[src/sfp_pkg.sv]
// Purpose: shared constants for the sector flash program controller
// Assumes: one 25 MHz clock; times below are as printed, cycles derived
// Notes: cycle counts round up for least times and down for longest times
package sfp_pkg;
  localparam int CLK_NS = 40;
  localparam int WP_NS = 200;
  localparam int WPH_NS = 200;
  localparam int OEHP_NS = 150;
  localparam int RD_NS = 250;
  localparam int WLC_US = 150;
  localparam int WC_MS = 20;
  localparam int WP_CYC = (WP_NS + CLK_NS - 1) / CLK_NS;
  localparam int WPH_CYC = (WPH_NS + CLK_NS - 1) / CLK_NS;
  localparam int OEHP_CYC = (OEHP_NS + CLK_NS - 1) / CLK_NS;
  localparam int RD_CYC = (RD_NS + CLK_NS - 1) / CLK_NS;
  localparam int WLC_CYC = (WLC_US * 1000) / CLK_NS;
  localparam int WC_CYC = (WC_MS * 1000000) / CLK_NS;
  localparam int SECTOR_WORDS = 128;
  localparam int SECTOR_LSB = 7;
  localparam int CMD_STEPS = 3;
  localparam logic [1:0] OP_READ = 2'h0;
  localparam logic [1:0] OP_PROG = 2'h1;
  localparam logic [1:0] OP_ID = 2'h2;
  localparam int TOG_LO = 6;
  localparam int TOG_HI = 14;
  localparam int POLL_LO = 7;
  localparam int POLL_HI = 15;
  typedef enum logic [5:0] {
    BUS_IDLE = 6'h01, BUS_WLO = 6'h02, BUS_WHI = 6'h04,
    BUS_RLO = 6'h08, BUS_RHI = 6'h10, BUS_FETCH = 6'h20
  } sfp_bus_t;
  typedef enum logic [5:0] {
    PH_CMD = 6'h01, PH_LOAD = 6'h02, PH_POLL = 6'h04,
    PH_IDRD = 6'h08, PH_EXIT = 6'h10, PH_READ = 6'h20
  } sfp_phase_t;
endpackage

[src/sfp_ctrl.sv]
// Purpose: host controller driving a parallel sector-programmed flash
// Assumes: 25 MHz clk_i; flash data pins sampled through three flops
// Notes: command words are parameters; device write time is a parameter
`timescale 1ns/1ps
`default_nettype none
// Overview of operation
// RULE_01: issue the three-word unlock sequence before any sector word load.
// RULE_02: load all 128 words of the sector in every program operation; a starved source ends the load early with error_o set.
// RULE_03: start each next word load within the 150 us load window.
// RULE_04: keep address bits 15 to 7 on the sector for every load strobe.
// RULE_05: unloaded sector words read indeterminate afterwards.
// RULE_06: device relocks after each program cycle.
// RULE_07: command data use bits 7..0, command addresses bits 14..0.
// RULE_08: device flips toggle status on each output-enable or select toggle.
// RULE_09: toggle status on bits 6 and 14; first and last reads undefined.
// RULE_10: toggle polling keeps one fixed address for the whole poll.
// RULE_11: id mode returns maker code at address 0, device code at 1.
// RULE_12: device leaves id mode on power loss.
// RULE_13: id exit sequence restores normal array reads.
// RULE_14: read with select and output enable low; outputs float otherwise.
// RULE_15: while programming, polled bits read inverted until done.
// RULE_16: load window expiry starts the erase-then-program cycle.
module sfp_ctrl
  import sfp_pkg::*;
#(
  parameter int WC_LIMIT = WC_CYC,
  parameter logic [15:0] CMD_ADDR_A = 16'h5555,
  parameter logic [15:0] CMD_ADDR_B = 16'h2aaa,
  parameter logic [15:0] CMD_DATA_A = 16'h00aa,
  parameter logic [15:0] CMD_DATA_B = 16'h0055,
  parameter logic [15:0] CMD_PROG = 16'h00a0,
  parameter logic [15:0] CMD_ID_IN = 16'h0090,
  parameter logic [15:0] CMD_ID_OUT = 16'h00f0
) (
  input wire logic clk_i,
  input wire logic rst_n_i,
  input wire logic cmd_valid_i,
  output logic cmd_ready_o,
  input wire logic [1:0] cmd_op_i,
  input wire logic [15:0] cmd_addr_i,
  input wire logic poll_data_i,
  input wire logic wr_valid_i,
  output logic wr_ready_o,
  input wire logic [15:0] wr_data_i,
  output logic done_o,
  output logic error_o,
  output logic [15:0] rdata_o,
  output logic [15:0] id_dev_o,
  output logic ce_n_o,
  output logic oe_n_o,
  output logic we_n_o,
  output logic [15:0] addr_o,
  output logic [15:0] dq_o,
  output logic dq_oe_o,
  input wire logic [15:0] dq_i
);
  localparam int LOAD_GAP = WLC_CYC - WP_CYC - WPH_CYC;
  initial begin
    if (WC_LIMIT < 1 || WC_LIMIT > 1048575) $error("sfp_ctrl: WC_LIMIT");
    if (LOAD_GAP < 1) $error("sfp_ctrl: clock too slow for load window");
    if (CMD_ADDR_A[15] || CMD_ADDR_B[15]) $error("sfp_ctrl: command address");
  end
  sfp_bus_t bus_r, bus_nxt;
  sfp_phase_t ph_r, ph_nxt;
  logic [1:0] op_r, op_nxt;
  logic [1:0] step_r, step_nxt;
  logic [7:0] idx_r, idx_nxt;
  logic [7:0] tcnt_r, tcnt_nxt;
  logic [19:0] wcnt_r, wcnt_nxt;
  logic [8:0] sect_r, sect_nxt;
  logic [15:0] last_r, last_nxt;
  logic [15:0] prev_r, prev_nxt;
  logic first_r, first_nxt;
  logic pdata_r, pdata_nxt;
  logic [15:0] rd_r, rd_nxt, rdata_nxt, iddev_nxt;
  logic done_nxt, error_nxt;
  logic ce_nxt, oe_nxt, we_nxt, dqoe_nxt;
  logic [15:0] addr_nxt, dq_nxt;
  logic [15:0] s1_r, s2_r, s3_r;
  logic fifo_valid, fifo_ready;
  logic [15:0] fifo_data;

  sfp_buf #(.WIDTH(16)) u_buf (
    .clk_i(clk_i),
    .rst_n_i(rst_n_i),
    .in_valid_i(wr_valid_i),
    .in_ready_o(wr_ready_o),
    .in_data_i(wr_data_i),
    .out_valid_o(fifo_valid),
    .out_ready_i(fifo_ready),
    .out_data_o(fifo_data)
  );

  function automatic logic [15:0] cmd_word(input logic [1:0] st,
                                           input logic [15:0] third);
    cmd_word = (st == 2'h0) ? CMD_DATA_A :
               (st == 2'h1) ? CMD_DATA_B : third;
  endfunction
  function automatic logic [15:0] cmd_adr(input logic [1:0] st);
    cmd_adr = (st == 2'h1) ? CMD_ADDR_B : CMD_ADDR_A;
  endfunction

  assign cmd_ready_o = (bus_r == BUS_IDLE);
  assign fifo_ready = (bus_r == BUS_FETCH);

  always_comb begin
    bus_nxt = bus_r;
    ph_nxt = ph_r;
    op_nxt = op_r;
    step_nxt = step_r;
    idx_nxt = idx_r;
    tcnt_nxt = tcnt_r;
    wcnt_nxt = wcnt_r;
    sect_nxt = sect_r;
    last_nxt = last_r;
    prev_nxt = prev_r;
    first_nxt = first_r;
    pdata_nxt = pdata_r;
    rd_nxt = rd_r;
    rdata_nxt = rdata_o;
    iddev_nxt = id_dev_o;
    done_nxt = 1'b0;
    error_nxt = error_o;
    ce_nxt = ce_n_o;
    oe_nxt = oe_n_o;
    we_nxt = we_n_o;
    dqoe_nxt = dq_oe_o;
    addr_nxt = addr_o;
    dq_nxt = dq_o;
    if (ph_r == PH_POLL) begin
      wcnt_nxt = wcnt_r + 20'h1;
    end
    case (bus_r)
      BUS_IDLE: begin
        if (cmd_valid_i) begin
          op_nxt = cmd_op_i;
          sect_nxt = cmd_addr_i[15:SECTOR_LSB];
          pdata_nxt = poll_data_i;
          error_nxt = 1'b0;
          step_nxt = 2'h0;
          idx_nxt = 8'h0;
          if (cmd_op_i == OP_READ) begin
            ph_nxt = PH_READ;
            bus_nxt = BUS_RLO;
            addr_nxt = cmd_addr_i;
            tcnt_nxt = 8'(RD_CYC + 1);
          end else begin
            // unlock words first, for program and for id entry [RULE_01]
            ph_nxt = PH_CMD;
            bus_nxt = BUS_WLO;
            addr_nxt = cmd_adr(2'h0); // [RULE_07]
            dq_nxt = CMD_DATA_A; // [RULE_07]
            tcnt_nxt = 8'(WP_CYC - 1);
          end
        end
      end
      BUS_FETCH: begin
        wcnt_nxt = wcnt_r + 20'h1;
        if (fifo_valid) begin
          bus_nxt = BUS_WLO;
          addr_nxt = {sect_r, idx_r[6:0]}; // [RULE_04]
          dq_nxt = fifo_data;
          last_nxt = fifo_data;
          tcnt_nxt = 8'(WP_CYC - 1);
        end else if (wcnt_r >= 20'(LOAD_GAP - 1)) begin
          // source starved: the device will start programming anyway
          error_nxt = 1'b1; // [RULE_03]
          ph_nxt = PH_POLL;
          bus_nxt = BUS_RLO;
          wcnt_nxt = 20'h0;
          first_nxt = 1'b1;
          addr_nxt = {sect_r, 7'h0};
          tcnt_nxt = 8'(RD_CYC + 1);
        end
      end
      BUS_WLO: begin
        if (tcnt_r == 8'h0) begin
          bus_nxt = BUS_WHI;
          tcnt_nxt = 8'(WPH_CYC - 1);
        end else begin
          tcnt_nxt = tcnt_r - 8'h1;
        end
      end
      BUS_WHI: begin
        if (tcnt_r != 8'h0) begin
          tcnt_nxt = tcnt_r - 8'h1;
        end else if (ph_r == PH_LOAD) begin
          idx_nxt = idx_r + 8'h1;
          wcnt_nxt = 20'h0;
          if (idx_r == 8'(SECTOR_WORDS - 1)) begin
            ph_nxt = PH_POLL; // [RULE_02]
            bus_nxt = BUS_RLO;
            first_nxt = 1'b1;
            tcnt_nxt = 8'(RD_CYC + 1);
          end else begin
            bus_nxt = BUS_FETCH; // [RULE_03]
          end
        end else if (step_r != 2'(CMD_STEPS - 1)) begin
          step_nxt = step_r + 2'h1;
          bus_nxt = BUS_WLO;
          addr_nxt = cmd_adr(step_r + 2'h1); // [RULE_07]
          dq_nxt = cmd_word(step_r + 2'h1, (ph_r == PH_EXIT) ? CMD_ID_OUT :
                   (op_r == OP_PROG) ? CMD_PROG : CMD_ID_IN); // [RULE_07]
          tcnt_nxt = 8'(WP_CYC - 1);
        end else if (ph_r == PH_EXIT) begin
          bus_nxt = BUS_IDLE; // [RULE_13]
          done_nxt = 1'b1;
        end else if (op_r == OP_PROG) begin
          ph_nxt = PH_LOAD; // [RULE_01]
          bus_nxt = BUS_FETCH;
          wcnt_nxt = 20'h0;
        end else begin
          ph_nxt = PH_IDRD;
          step_nxt = 2'h0;
          bus_nxt = BUS_RLO;
          addr_nxt = 16'h0000;
          tcnt_nxt = 8'(RD_CYC + 1);
        end
      end
      BUS_RLO: begin
        // extra two cycles cover the three-flop pin sampler
        if (tcnt_r != 8'h0) begin
          tcnt_nxt = tcnt_r - 8'h1;
        end else if (s2_r == s3_r) begin
          rd_nxt = s3_r;
          bus_nxt = BUS_RHI;
          tcnt_nxt = 8'(OEHP_CYC - 1);
        end
      end
      BUS_RHI: begin
        if (tcnt_r != 8'h0) begin
          tcnt_nxt = tcnt_r - 8'h1;
        end else begin
          case (ph_r)
            PH_READ: begin
              rdata_nxt = rd_r;
              done_nxt = 1'b1;
              bus_nxt = BUS_IDLE;
            end
            PH_IDRD: begin
              if (step_r == 2'h0) begin
                rdata_nxt = rd_r;
                step_nxt = 2'h1;
                bus_nxt = BUS_RLO;
                addr_nxt = 16'h0001;
                tcnt_nxt = 8'(RD_CYC + 1);
              end else begin
                iddev_nxt = rd_r;
                ph_nxt = PH_EXIT;
                step_nxt = 2'h0;
                bus_nxt = BUS_WLO;
                addr_nxt = cmd_adr(2'h0);
                dq_nxt = CMD_DATA_A;
                tcnt_nxt = 8'(WP_CYC - 1);
              end
            end
            default: begin
              // poll at one fixed address until the status settles
              prev_nxt = rd_r;
              first_nxt = 1'b0;
              if ((pdata_r && rd_r[POLL_LO] == last_r[POLL_LO] &&
                   rd_r[POLL_HI] == last_r[POLL_HI]) ||
                  (!pdata_r && !first_r &&
                   rd_r[TOG_LO] == prev_r[TOG_LO] &&
                   rd_r[TOG_HI] == prev_r[TOG_HI])) begin
                done_nxt = 1'b1;
                bus_nxt = BUS_IDLE;
              end else if (wcnt_r >= 20'(WC_LIMIT)) begin
                error_nxt = 1'b1;
                done_nxt = 1'b1;
                bus_nxt = BUS_IDLE;
              end else begin
                bus_nxt = BUS_RLO; // [RULE_10]
                tcnt_nxt = 8'(RD_CYC + 1);
              end
            end
          endcase
        end
      end
      default: begin
        bus_nxt = BUS_IDLE;
      end
    endcase
    ce_nxt = !(bus_nxt == BUS_WLO || bus_nxt == BUS_WHI ||
               bus_nxt == BUS_RLO);
    oe_nxt = (bus_nxt != BUS_RLO);
    we_nxt = (bus_nxt != BUS_WLO);
    dqoe_nxt = (bus_nxt == BUS_WLO || bus_nxt == BUS_WHI);
  end

  always_ff @(posedge clk_i) begin
    if (!rst_n_i) begin
      bus_r <= BUS_IDLE;
      ph_r <= PH_CMD;
      op_r <= OP_READ;
      step_r <= 2'h0;
      idx_r <= 8'h0;
      tcnt_r <= 8'h0;
      wcnt_r <= 20'h0;
      sect_r <= 9'h0;
      last_r <= 16'h0;
      prev_r <= 16'h0;
      first_r <= 1'b1;
      pdata_r <= 1'b0;
      rd_r <= 16'h0;
      rdata_o <= 16'h0;
      id_dev_o <= 16'h0;
      done_o <= 1'b0;
      error_o <= 1'b0;
      ce_n_o <= 1'b1;
      oe_n_o <= 1'b1;
      we_n_o <= 1'b1;
      dq_oe_o <= 1'b0;
      addr_o <= 16'h0;
      dq_o <= 16'h0;
      s1_r <= 16'h0;
      s2_r <= 16'h0;
      s3_r <= 16'h0;
    end else begin
      bus_r <= bus_nxt;
      ph_r <= ph_nxt;
      op_r <= op_nxt;
      step_r <= step_nxt;
      idx_r <= idx_nxt;
      tcnt_r <= tcnt_nxt;
      wcnt_r <= wcnt_nxt;
      sect_r <= sect_nxt;
      last_r <= last_nxt;
      prev_r <= prev_nxt;
      first_r <= first_nxt;
      pdata_r <= pdata_nxt;
      rd_r <= rd_nxt;
      rdata_o <= rdata_nxt;
      id_dev_o <= iddev_nxt;
      done_o <= done_nxt;
      error_o <= error_nxt;
      ce_n_o <= ce_nxt;
      oe_n_o <= oe_nxt;
      we_n_o <= we_nxt;
      dq_oe_o <= dqoe_nxt;
      addr_o <= addr_nxt;
      dq_o <= dq_nxt;
      s1_r <= dq_i;
      s2_r <= s1_r;
      s3_r <= s2_r;
    end
  end
endmodule // sfp_ctrl
`default_nettype wire

[src/sfp_buf.sv]
// Purpose: two-entry valid/ready buffer in the program data path
// Assumes: single clock, synchronous active-low reset
// Notes: read data come from the entry registers
`timescale 1ns/1ps
`default_nettype none
module sfp_buf #(
  parameter int WIDTH = 16
) (
  input wire logic clk_i,
  input wire logic rst_n_i,
  input wire logic in_valid_i,
  output logic in_ready_o,
  input wire logic [WIDTH-1:0] in_data_i,
  output logic out_valid_o,
  input wire logic out_ready_i,
  output logic [WIDTH-1:0] out_data_o
);
  initial begin
    if (WIDTH < 1) $error("sfp_buf: WIDTH must be positive");
  end
  logic [WIDTH-1:0] mem_r [2];
  logic [WIDTH-1:0] mem_nxt [2];
  logic wp_r, wp_nxt, rp_r, rp_nxt;
  logic [1:0] cnt_r, cnt_nxt;
  logic push, pop;
  assign in_ready_o = (cnt_r != 2'h2);
  assign out_valid_o = (cnt_r != 2'h0);
  assign out_data_o = mem_r[rp_r];
  assign push = in_valid_i && in_ready_o;
  assign pop = out_valid_o && out_ready_i;
  always_comb begin
    mem_nxt = mem_r;
    wp_nxt = wp_r;
    rp_nxt = rp_r;
    cnt_nxt = cnt_r;
    if (push) begin
      mem_nxt[wp_r] = in_data_i;
      wp_nxt = ~wp_r;
    end
    if (pop) begin
      rp_nxt = ~rp_r;
    end
    if (push && !pop) begin
      cnt_nxt = cnt_r + 2'h1;
    end else if (pop && !push) begin
      cnt_nxt = cnt_r - 2'h1;
    end
  end
  always_ff @(posedge clk_i) begin
    if (!rst_n_i) begin
      wp_r <= 1'b0;
      rp_r <= 1'b0;
      cnt_r <= 2'h0;
      mem_r[0] <= '0;
      mem_r[1] <= '0;
    end else begin
      wp_r <= wp_nxt;
      rp_r <= rp_nxt;
      cnt_r <= cnt_nxt;
      mem_r <= mem_nxt;
    end
  end
endmodule // sfp_buf
`default_nettype wire

[config.mk]
export PLATFORM = sky130hd
export DESIGN_NAME = sfp_ctrl
export DESIGN_NICKNAME = d
export VERILOG_FILES = /design/src/sfp_pkg.sv /design/src/sfp_ctrl.sv /design/src/sfp_buf.sv
export SDC_FILE = /design/constraint.sdc
export NUM_CORES = 1
export LEC_CHECK = 0
export BUFFER_PORTS_ARGS = -buffer_cell sky130_fd_sc_hd__buf_2
export CAP_MARGIN = 20
export CORE_UTILIZATION = 36
export CTS_BUF_LIST = sky130_fd_sc_hd__clkbuf_8
export CTS_CLUSTER_SIZE = 28
export DETAILED_ROUTE_END_ITERATION = 10
export PLACE_DENSITY_LB_ADDON = 0.2
export SLEW_MARGIN = 10
export SYNTH_ARGS = -nofsm -noshare
export SYNTH_HDL_FRONTEND = slang
export SYNTH_HIERARCHICAL = 1
export SYNTH_SLANG_ARGS = --single-unit
export TNS_END_PERCENT = 10
[constraint.sdc]
create_clock -name clk_i -period 7.13 [get_ports clk_i]
set_input_delay 2.139 -clock clk_i [delete_from_list [all_inputs] [get_ports clk_i]]
set_output_delay 2.139 -clock clk_i [all_outputs]
set_load 0.01 [all_outputs]
==> flow_summary_export.csv <==
group,metric,value,unit
timing,setup-tns-final,0,ns
timing,timing.final.setup_violations,0,
die,die_h,172,um
job,cap_violations,0,
synthesis,yosysMostFrequentCell,"dfxtp_1",
synthesis,synth_edf_count,0,
timing,rsz0062_at_grt,"false",
global_routing,grt_remaining_overflow,0,
cts,clock-root-buffer,"clkbuf_8",
hold_path,hp-start,"s1_r[2]",
die,start_util,0.370,
synthesis,ys_types,74,
cells_and_area,num_antenna_cells,0,
global_routing,grt_max_degree,161,
cells_and_area,design_area,0.0122,mm^2
route,drt-wirelength-per-cell,15.8,um
die,io_pins,127,
worst_setup_path,worst-setup-path-type,"reg -> out",
route,viasPerCell,5.08,
power_and_ir_drop,peakVddDrop,122,uV
cts,post_cts_buffers,0,
timing,fmax,235,MHz
worst_setup_path,cp.required,4.99,ns
cells_and_area,synthToLayoutAreaGrowth,16.8,%
worst_setup_path,max_stage_delay,0.51,ns
worst_setup_path,slowest_stage,"or3_1",
worst_setup_path,cp_cell_sequence,"or2_2 -> or3_1 -> inv_1 -> buf_2",
cells_and_area,stdcell_count,1696,
worst_setup_path,r2r-end,"dq_o[10]",
cts,cts_hold_buf,0,
route,drt-total-wl,26.9,mm
synthesis,ys_seq_area_frac,0.455,
cells_and_area,nFillCells,2835,
global_routing,grtUsageTotal,0.183,
placement,dp_cells,1621,
timing,drv_slew,0,
hold_path,min_path_cells,1,
synthesis,synth_warnings,6,
placement,gp_congestion,0.844,
cts,post_cts_resized,0,
route,drc,0,
synthesis,yosys_most_used_dff,"dfxtp_1",
hold_path,hp-class,"reg -> reg",
synthesis,syn-cell-area,0.0104,mm^2
synthesis,synth_top_area_cell,"dfxtp_1",
worst_setup_path,r2r_cells,9,
power_and_ir_drop,power,3.30,mW
die,fp.coreArea,0.0282,mm^2
timing,tightest_slew,1.04,ns
route,drt_first_pass_iters,7,
route,detail-route-antenna-nets,0,
synthesis,syn-num-nets,1240,
synthesis,synth-seq-cells,237,
synthesis,synthTopCellsByCount,"dfxtp_1, nand2_1, a21boi_0",
placement,hpwl,18.0,mm
placement,placed_cell_area,0.0113,mm^2
cts,cts_sinks,237,
die,row_count,61,
cts,clk_pin_slew,0.06,ns
synthesis,synthTopCellsByArea,"dfxtp_1, nand2_1, a21boi_0",
worst_setup_path,r2r-start,"bus_r[2]",
global_routing,grt_pass1_wl,43.0,mm
timing,slew_headroom,0.305,
global_routing,grt_pass1_vias,8224,
timing,hold_viol,0,
cts,clk_path_buf_depth,3,
timing,period_needed,4.25,ns
worst_setup_path,cp_max_fo,9,
route,drt_iter0_markers,622,
placement,portBuffers,126,
timing,fin_crit_sh,0.596,
worst_setup_path,critPathTopFamily,"simple AND/OR/NAND/NOR gates",
cells_and_area,multi_input_area,0.00529,mm^2
cts,cts-htree-levels,2,
hold_path,hold_end,"s2_r[2]",
die,dieArea,0.0296,mm^2
worst_setup_path,crit_arrival,2.11,ns
worst_setup_path,worst_setup_path_start_kind,"register",
timing,skew,0.0353,ns
outcome,status,"finished, final reports clean",
cells_and_area,seq_area,0.00474,mm^2
power_and_ir_drop,leakagePower,4.97,nW
synthesis,postSynthAreaPerCell,8.87,um^2
global_routing,antenna_found_initial,0,
synthesis,syn_inst,1175,
worst_setup_path,crit_buf_inv,2,
route,num_vias,8621,
cells_and_area,nets,1353,
synthesis,synthArstFlopShare,0,
die,fp.dieW,172,um
cts,cts_buffers,42,
cells_and_area,drive_gt1_frac,0.188,
worst_setup_path,reg2reg_slack,3.22,ns
worst_setup_path,critPathCaptureType,"primary output",
cts,clk_latency,0.56,ns
power_and_ir_drop,power_density,271,mW/mm^2
cts,cts_tree,"built",
synthesis,synth.top_cell.area_share,0.455,
[stage by stage]
stage | hold slack, ns | setup WS (ns) | utilization
floorplan | 0.412 | 3.48 | -
global placement | 0.416 | 2.90 | 0.400
detailed placement | 0.419 | 2.89 | 0.401
CTS | 0.433 | 2.88 | 0.432
global route | 0.444 | 2.82 | 0.432
finish | 0.428 | 2.88 | 0.432
[kinds of logic after synthesis]
kind of cell	share of synthesized area
buf+inv	0.0381
simple gates	0.243
compound gates	0.160
flops	0.455
mux	0.0672
xor+xnor	0.0244
fa+ha+maj	0.0120
[layer usage]
metal / wire length, um / part of all wire / track usage / vias up
met5: 0 / 0 / 0 / -
met4: 525 / 0.020 / 0.0600 / 0
met3: 1270 / 0.047 / 0.0304 / 48
met2: 11800 / 0.44 / 0.278 / 216
met1: 13300 / 0.49 / 0.261 / 4047
li1: - / - / - / 4310
[state kept, by name, summed over array words and instances (netlist names), 8 cells and up]
register     cells
s1_r            16
s3_r            16
id_dev_o        16
u_buf/mem_r     32
idx_r            8
rdata_o         16
sect_r           9
rd_r            16
tcnt_r           8
addr_o          16
dq_o            16
wcnt_r          20
s2_r            16
[area by class of cell]
class                      count  share of cell area
multi-input combinational    855               0.435
sequential                   237               0.390
timing repair buffer         138              0.0607
clock buffer                  51              0.0577
tap                          378              0.0389
clock inverter                23              0.0137
inverter                      14             0.00432
[worst max path at each step]
stage / end / cells past startpoint / slack (ns) / from
6_report: cmd_ready_o / 4 / 2.88 / bus_r[2]
5_1_grt: cmd_ready_o / 4 / 2.82 / bus_r[2]
4_1_cts: cmd_ready_o / 4 / 2.88 / bus_r[2]
3_5_place_dp: tcnt_r[4] / 6 / 2.89 / cmd_valid_i
3_3_place_gp: tcnt_r[2] / 6 / 2.90 / cmd_valid_i
2_1_floorplan: addr_o[1] / 5 / 3.48 / cmd_op_i[0]
[cell usage in the layout, fill, tap and decap left out, types with 5 or more instances in the layout]
master | Yosys | layout
dfxtp_1 | 237 | 237
nand2_1 | 233 | 233
buf_2 | 7 | 125
a21boi_0 | 71 | 71
and2_1 | 60 | 60
mux2i_1 | 52 | 52
clkbuf_8 | 0 | 51
nor2_1 | 45 | 45
a21oi_1 | 38 | 38
o21ai_0 | 34 | 34
nor2b_1 | 31 | 31
inv_1 | 14 | 28
nand3_1 | 23 | 23
xor2_1 | 21 | 21
or2_2 | 17 | 17
nor3_1 | 18 | 17
nor4_1 | 17 | 16
mux2_2 | 16 | 16
a31oi_1 | 14 | 14
a211o_1 | 11 | 11
nand4_1 | 10 | 10
ha_1 | 10 | 10
buf_4 | 0 | 10
nand2b_1 | 9 | 9
a311oi_1 | 9 | 9
o211a_1 | 9 | 9
or3_1 | 8 | 8
and3_1 | 8 | 8
xnor2_1 | 8 | 8
a221oi_1 | 8 | 8
o211ai_1 | 5 | 5
or4_1 | 5 | 5
[power breakdown]
part / internal [mW] / leakage, nW / switching [mW] / total, mW
clock network: 0.724 / 0.501 / 0.570 / 1.29
registers: 1.41 / 1.93 / 0.0607 / 1.47
logic: 0.213 / 2.54 / 0.315 / 0.528
total: 2.35 / 4.97 / 0.946 / 3.30
No activity file was read; power rests on OpenSTA's default activity.
